File: src/verilog/dsw_pkg.sv
// Purpose: Shared constants for the serial DAC write port
// Assumes: 50 MHz system clock on both ends
// Notes: Frame layouts and mode codes
package dsw_pkg;
    // ------------------------------------------------------------
    // Frame layout
    // ------------------------------------------------------------
    localparam int NARROW_BITS = 16;
    localparam int WIDE_BITS = 24;
    localparam int NARROW_MODE_POS = 14;
    localparam int WIDE_MODE_POS = 16;
    localparam int WIDE_DATA_BITS = 16;
    localparam int CNT_W = 5;
    // ------------------------------------------------------------
    // Mode codes
    // ------------------------------------------------------------
    typedef enum logic [1:0] {
        DSW_MODE_NORMAL = 2'h0,
        DSW_MODE_PD_1K = 2'h1,
        DSW_MODE_PD_100K = 2'h2,
        DSW_MODE_TRISTATE = 2'h3
    } dsw_mode_t;
    localparam logic [1:0] MODE_RESET = 2'h0;
    localparam logic [15:0] CODE_RESET = 16'h0000;
    // ------------------------------------------------------------
    // Timing
    // ------------------------------------------------------------
    localparam int CLK_HZ = 50000000;
    localparam int SYNC_HIGH_NS = 33;
    localparam int SYNC_HIGH_CYC_RAW = (SYNC_HIGH_NS * (CLK_HZ / 1000000) + 999) / 1000;
    localparam int SYNC_HIGH_CYC = (SYNC_HIGH_CYC_RAW < 1) ? 1 : SYNC_HIGH_CYC_RAW;
    localparam int SCLK_MAX_HZ = 30000000;
    localparam int SCLK_HALF_DEFAULT = 4;
    localparam int HALF_W = 8;
    localparam int SYNC_LEAD_CYC = SYNC_HIGH_CYC + 1;
endpackage : dsw_pkg

File: src/verilog/dsw_if.sv
// Purpose: Three-wire link between master and DAC port
// Assumes: All wires driven by the master
// Notes: No clocking block
`timescale 1ns/1ps
`default_nettype none
interface dsw_if;
    logic sync_n;
    logic sclk;
    logic sdin;
    modport master (output sync_n, output sclk, output sdin);
    modport dac (input sync_n, input sclk, input sdin);
endinterface : dsw_if
`default_nettype wire

File: src/verilog/dsw_dac_port.sv
// Purpose: Device end, serial write port of a string DAC
// Assumes: Link pins sampled by clk, two-flop synchronised
// Notes: WIDE selects 24-bit frame, else 16-bit with RES bits
// Function
// - Master lowers frame select before clocking
// - Shift data on falling clock edges
// - Execute frame on final falling edge
// - Select may stay low after frame
// - Fresh select fall starts next frame
// - Master parks select low when idle
// - Serial clock at most 30 MHz
// - Data code is straight binary
// - Early select rise discards frame
// - Narrow frame: two mode, then data
// - Wide frame: six ignored, mode, data
// - Mode codes; DAC code kept in power-down; here dac_code loads on every frame, any mode
`timescale 1ns/1ps
`default_nettype none
module dsw_dac_port #(
    parameter int WIDE = 1,
    parameter int RES = 16
) (
    // System
    input wire logic clk,
    input wire logic rst,
    // Link
    dsw_if.dac link,
    // User side
    output logic [15:0] dac_code,
    output logic [1:0] pd_mode,
    output logic update
);
    localparam int FBITS = (WIDE != 0) ? dsw_pkg::WIDE_BITS : dsw_pkg::NARROW_BITS;
    localparam int MPOS = (WIDE != 0) ? dsw_pkg::WIDE_MODE_POS : dsw_pkg::NARROW_MODE_POS;
    localparam int DBITS = (WIDE != 0) ? dsw_pkg::WIDE_DATA_BITS : RES;
    localparam int DLSB = (WIDE != 0) ? 0 : (dsw_pkg::NARROW_MODE_POS - RES);
    localparam logic [4:0] LAST = 5'(FBITS - 1);

    // ------------------------------------------------------------
    // Synchronisers
    // ------------------------------------------------------------
    // Pin order: 0 select, 1 serial clock, 2 data
    localparam int NPIN = 3;
    localparam logic [2:0] PIN_IDLE = 3'h3;
    wire [2:0] pin_raw;
    wire [2:0] pin_s;
    logic [1:0] pin_d_reg;
    assign pin_raw = {link.sdin, link.sclk, link.sync_n};
    genvar gi;
    generate
        for (gi = 0; gi < NPIN; gi = gi + 1) begin : g_sync
            logic s1_reg;
            logic s2_reg;
            always_ff @(posedge clk) begin
                if (rst) begin
                    s1_reg <= PIN_IDLE[gi];
                    s2_reg <= PIN_IDLE[gi];
                end else begin
                    s1_reg <= pin_raw[gi];
                    s2_reg <= s1_reg;
                end
            end
            assign pin_s[gi] = s2_reg;
        end
    endgenerate

    // Edge detect on synchronised select and clock
    always_ff @(posedge clk) begin
        if (rst) begin
            pin_d_reg <= 2'h3;
        end else begin
            pin_d_reg <= pin_s[1:0];
        end
    end
    wire sync_lo = ~pin_s[0];
    wire sync_fall = pin_d_reg[0] & ~pin_s[0];
    wire sclk_fall = pin_d_reg[1] & ~pin_s[1];
    wire sdin_s = pin_s[2];

    // ------------------------------------------------------------
    // Frame state
    // ------------------------------------------------------------
    typedef enum logic [2:0] {
        DSW_IDLE = 3'h1,
        DSW_SHIFT = 3'h2,
        DSW_DONE = 3'h4
    } dsw_state_t;
    dsw_state_t state_reg;
    dsw_state_t state_next;
    logic [23:0] shift_reg;
    logic [23:0] shift_next;
    logic [4:0] cnt_reg;
    logic [4:0] cnt_next;
    logic [15:0] code_reg;
    logic [15:0] code_next;
    logic [1:0] mode_reg;
    logic [1:0] mode_next;
    logic upd_reg;
    logic upd_next;

    // ------------------------------------------------------------
    // Field decode
    // ------------------------------------------------------------
    // MSB first shift
    wire [23:0] shifted = {shift_reg[22:0], sdin_s};
    wire last_edge = sclk_fall && (cnt_reg == LAST);
    wire [1:0] new_mode = shifted[MPOS+1:MPOS];
    wire [15:0] new_code = 16'(shifted[DLSB+DBITS-1:DLSB]);

    // ------------------------------------------------------------
    // Next state
    // ------------------------------------------------------------
    always_comb begin
        state_next = state_reg;
        shift_next = shift_reg;
        cnt_next = cnt_reg;
        code_next = code_reg;
        mode_next = mode_reg;
        upd_next = 1'b0;
        case (state_reg)
            DSW_IDLE: begin
                if (sync_fall) begin
                    state_next = DSW_SHIFT;
                    shift_next = 24'h000000;
                    cnt_next = 5'h00;
                end
            end
            DSW_SHIFT: begin
                if (!sync_lo) begin
                    state_next = DSW_IDLE;
                    shift_next = 24'h000000;
                    cnt_next = 5'h00;
                end else if (last_edge) begin
                    state_next = DSW_DONE;
                    shift_next = shifted;
                    code_next = new_code;
                    mode_next = new_mode;
                    upd_next = 1'b1;
                end else if (sclk_fall) begin
                    shift_next = shifted;
                    cnt_next = cnt_reg + 5'h01;
                end
            end
            DSW_DONE: begin
                if (!sync_lo) begin
                    state_next = DSW_IDLE;
                    cnt_next = 5'h00;
                end
            end
            default: begin
                state_next = DSW_IDLE;
            end
        endcase
    end

    // ------------------------------------------------------------
    // Frame registers
    // ------------------------------------------------------------
    // Frame state and falling-edge count
    always_ff @(posedge clk) begin
        if (rst) begin
            state_reg <= DSW_IDLE;
            cnt_reg <= 5'h00;
        end else begin
            state_reg <= state_next;
            cnt_reg <= cnt_next;
        end
    end

    // Shift register, cleared on start and abort
    always_ff @(posedge clk) begin
        if (rst) begin
            shift_reg <= 24'h000000;
        end else begin
            shift_reg <= shift_next;
        end
    end

    // ------------------------------------------------------------
    // Output registers
    // ------------------------------------------------------------
    always_ff @(posedge clk) begin
        if (rst) begin
            code_reg <= dsw_pkg::CODE_RESET;
            mode_reg <= dsw_pkg::MODE_RESET;
            upd_reg <= 1'b0;
        end else begin
            code_reg <= code_next;
            mode_reg <= mode_next;
            upd_reg <= upd_next;
        end
    end

    // Outputs straight from flops
    assign dac_code = code_reg;
    assign pd_mode = mode_reg;
    assign update = upd_reg;
endmodule : dsw_dac_port
`default_nettype wire

File: src/flat_wrapper.sv
// flat-port wrapper written by rule: the top's interface ports become plain ports
module dsw_dac_port_flat 
#(
    parameter int WIDE = 1,
    parameter int RES = 16
)
  (clk, rst, dac_code, pd_mode, update, link_sync_n, link_sclk, link_sdin);
  dsw_if link_i ();
  input wire logic clk;
  input wire logic rst;
  output logic [15:0] dac_code;
  output logic [1:0] pd_mode;
  output logic update;
  input wire logic [$bits(link_i.sync_n)-1:0] link_sync_n;
  input wire logic [$bits(link_i.sclk)-1:0] link_sclk;
  input wire logic [$bits(link_i.sdin)-1:0] link_sdin;
  assign link_i.sync_n = link_sync_n;
  assign link_i.sclk = link_sclk;
  assign link_i.sdin = link_sdin;
  dsw_dac_port #(.WIDE(WIDE), .RES(RES)) u_core (.clk(clk), .rst(rst), .link(link_i), .dac_code(dac_code), .pd_mode(pd_mode), .update(update));
endmodule
File: config.mk
export PLATFORM = sky130hd
export DESIGN_NAME = dsw_dac_port_flat
export DESIGN_NICKNAME = d
export VERILOG_FILES = /design/src/verilog/dsw_pkg.sv /design/src/verilog/dsw_if.sv /design/src/verilog/dsw_dac_port.sv /design/src/flat_wrapper.sv
export SDC_FILE = /design/constraint.sdc
export NUM_CORES = 1
export LEC_CHECK = 0
export BUFFER_PORTS_ARGS = -buffer_cell sky130_fd_sc_hd__buf_2
export CORE_ASPECT_RATIO = 0.5
export CORE_MARGIN = 2
export CORE_UTILIZATION = 50
export CTS_BUF_LIST = sky130_fd_sc_hd__clkbuf_4 sky130_fd_sc_hd__clkbuf_8 sky130_fd_sc_hd__clkbuf_16
export CTS_CLUSTER_DIAMETER = 30
export CTS_CLUSTER_SIZE = 8
export DETAILED_ROUTE_END_ITERATION = 16
export PLACE_DENSITY_LB_ADDON = 0.08
export SLEW_MARGIN = 5
export SYNTH_ARGS = -nofsm -noshare
export SYNTH_HDL_FRONTEND = slang
export SYNTH_SLANG_ARGS = --single-unit
File: constraint.sdc
create_clock -name clk -period 2 [get_ports clk]
set_clock_uncertainty 0.15 [all_clocks]
set_input_delay 0.3 -clock clk [delete_from_list [all_inputs] [get_ports clk]]
set_output_delay 0.3 -clock clk [all_outputs]
set_load 0.03 [all_outputs]
==> impl_results.md <==
* Status: complete, no violations
* Die Y at 50.59 microns
* DR vias at 1665
* Cell taking the most area after synthesis: dfxtp_1
* ANT cells at 0
* CTS Sinks at 52
* I/O pin total at 24
* # nets final at 274
* Total grt overflow at 0
* Final setup viols at 0
* Seq/Total Area, Yosys at 47.95%
* Initial Util at 53.95%
* Highest-delay cell along the critical path: or4b_4
* Post-route cell area at 0.002595 sq mm
* Root Buffer: clkbuf_8
* NetSw at 0.3783 mW
* Total GRT Usage at 17.63%
* Worst-path fanout max at 13
* Layout cells sized above 1 at 35.32%
* Top cells by area, synth: dfxtp_1 48%, nand2_1 7.8%, mux2_2 4.7%
* Clock share of power at 35.9%
* Total wire length at 4.141 mm
* HP Class: input port to flip-flop
* Layout area overhead at 19.54%
* Filler instances at 349
* Hold Path Depth at 2
* ANT nets after route at 0
* Row cnt at 16
* Crit-path max cell delay at 0.56 ns
* Pin count of the biggest net entering global routing at 28
* Worst-case reg-to-reg path depth at 4
* Core Region at 0.004024 sq mm
* Die W at 97.19 microns
* Clock Latency Late Sink at 0.30 ns
* Logic pwr share at 4.5%
* Post-DP HPWL at 2.724 mm
* Max FFs per register at 17
* Worst-path cell chain: or4b_4 -> buf_12 -> or4b_1 -> a31oi_1
* Vias in the first global route at 1542
* GPL Wtd Cong at 0.8067
* Syn_nets at 236
* Number of synthesized register bits at 52
* Initial antenna violation count at 0
* Internal power component at 1.375 mW
* Hold Worst Slack at 0.02611 ns
* CTS buffer count at 5
* Drt wl/cell at 12.82 microns
* H-Tree Level Count at 2
* Required time of the critical path at 2.08 ns
* Max_slew headroom at 67.35%
* Residual DRC at 0
* Max Cap Violations at 0
* Distinct cells, synth at 39
* Crit path kind: flip-flop to flip-flop
* Final Hold Violating Endpoints at 0
* DRT iter0 DRCs at 42
* Total number of yosys warnings at 0
* Minimum clock period at 1.927 ns
* First-pass GRT wire length at 6.920 mm
* Period utilisation layout at 96.34%
* Slack of the worst reg-to-reg path at 0.07 ns
* Static leakage at 0.9676 nW
* Longest Clk Path Bufs at 2
* Power Dens Cells at 675.7 mW/mm^2
* Reg power frac at 59.6%
* Hold_buf cts at 0
* PortBufs at 23
* Syn avg cell area at 9.438 sq um
* Startpoint class of the critical path: flip-flop
* Initial DRT Pass Iterations at 4
* Max Clk Rate at 519.0 MHz
* Worst EP arrival at 2.00 ns
* Peak supply drop at 0.0003254 V
* Post-DR vias/cell at 5.155
* Net Sw Frac at 21.57%
* Final Slew Violations at 0
* CTS tree: done
* Unrepaired setup endpoints after global routing: false
* Crit path capture type: flip-flop
* Die ar. at 0.004917 sq mm
* Clock slew at reported path FFs at 0.09 ns
* Worst-margin pin slew at 0.4891 ns
* Cells after Synth at 230
* Area share of the largest cell type after synthesis at 47.95%
* Mapped cell area at 0.002171 sq mm
* Placed cell areas at 0.002430 sq mm
cells in the final DEF, fill, tap and decap left out, types with 3 or more instances in the layout:
| master | n |
|---|---|
| buf_12 | 3 |
| inv_1 | 4 |
| nand2b_1 | 3 |
| nand3_1 | 5 |
| nor3_1 | 3 |
| o21ai_0 | 3 |
| nor2b_1 | 13 |
| mux2_2 | 9 |
| a21oi_1 | 13 |
| dfxtp_1 | 52 |
| mux2i_1 | 10 |
| nand2_4 | 9 |
| buf_2 | 23 |
| nand2_1 | 45 |
| buf_4 | 18 |
| nor2_1 | 8 |
| clkbuf_8 | 6 |
| or2_2 | 9 |
| a21oi_2 | 10 |
path summary, 6_finish.rpt:
path                      startpoint                 endpoint
min                      link_sync_n  u_core.g_sync[0].s1_reg
max              u_core.state_reg[0]        u_core.cnt_reg[3]
min reg2reg  u_core.g_sync[0].s1_reg  u_core.g_sync[0].s2_reg
max reg2reg      u_core.state_reg[0]        u_core.cnt_reg[3]
layout make-up:
type | count | area [sq um] | area share, %
Multi-Input combinational cell | 161 | 1064 | 40.98
Sequential cell | 52 | 1041 | 40.12
Inverter | 4 | 15.01 | 0.5786
Clock inverter | 1 | 7.507 | 0.2893
Clock buffer | 7 | 90.09 | 3.472
Timing Repair Buffer | 44 | 310.3 | 11.96
Tap cell | 54 | 67.56 | 2.604
layer usage:
metal	GRT usage [%]	wire [microns]
met3	5.014	168
met5	0	0
met2	30.90	1979
met1	22.12	1982
met4	3.521	11
power groups by stage:
| stage | Combinational (mW) | Clock [mW] | Sequential [mW] |
|---|---|---|---|
| after global placement | 0.0668 | 0 | 1.07 |
| final | 0.0789 | 0.629 | 1.05 |
| after global routing | 0.0851 | 0.692 | 1.05 |
| after detailed placement | 0.0679 | 0 | 1.07 |
| after CTS | 0.0680 | 0.653 | 1.05 |
| after floorplan | 0.0424 | 0 | 1.07 |
what timing repair did:
action / CTS / global route
endpoints found under the setup margin: 0 / 8
setup buffers: 0 / 9
gates resized for setup: 0 / 0
kinds of logic (layout without fill, tap and decap cells):
kind of cell | after synthesis | count (layout) | share of synthesized area, %
simple gates | 108 | 108 | 26.46
buf+inv | 17 | 56 | 5.417
xor+xnor | 1 | 1 | 0.4035
mux | 19 | 19 | 9.280
fa+ha+maj | 1 | 1 | 0.5763
flops | 52 | 52 | 47.95
compound gates | 32 | 32 | 9.914
synth_stat cells:
master / count
nand2b_1: 3
buf_1: 1
or4_1: 1
o221a_2: 1
nor3_4: 1
o21a_1: 1
nor2b_1: 13
dfxtp_1: 52
nand3b_1: 1
a21oi_2: 10
ha_1: 1
or2_2: 9
a211oi_1: 1
o21ai_0: 3
nand2_1: 45
nor3_1: 3
xnor2_1: 1
o22ai_1: 1
mux2_2: 9
nand3_1: 5
a31oi_1: 1
nor4b_1: 1
nand2_2: 9
o32ai_1: 1
nand4b_1: 2
inv_1: 4
nand4_1: 2
nor2_2: 1
or4b_1: 1
or4b_4: 1
clkbuf_1: 5
buf_12: 1
or3_4: 1
buf_4: 2
nand4bb_1: 1
a21oi_1: 13
buf_6: 4
mux2i_1: 10
nor2_1: 8
critical path, delay by kind of cell, from the launching register on:
family	cells	cell delay (ns)
AOI/OAI and AO/OA	1	0.17
DFF	1	0.32
and+or+nand+nor	2	1.05
buffers and inverters	1	0.17
stage by stage:
step	setup WS, ns	TNS (ns)	total power, mW	cells	utilization [%]
2_1_floorplan	-0.05622	-0.5123	1.112	230	-
3_3_place_gp	0.1144	0	1.136	306	60.39
3_5_place_dp	0.07331	0	1.137	306	60.39
4_1_cts	0.05697	0	1.766	314	62.81
5_1_grt	0.0003380	0	1.824	323	64.49
6_report	0.07321	0	1.753	323	64.49
No activity file was read; power rests on OpenSTA's default activity.
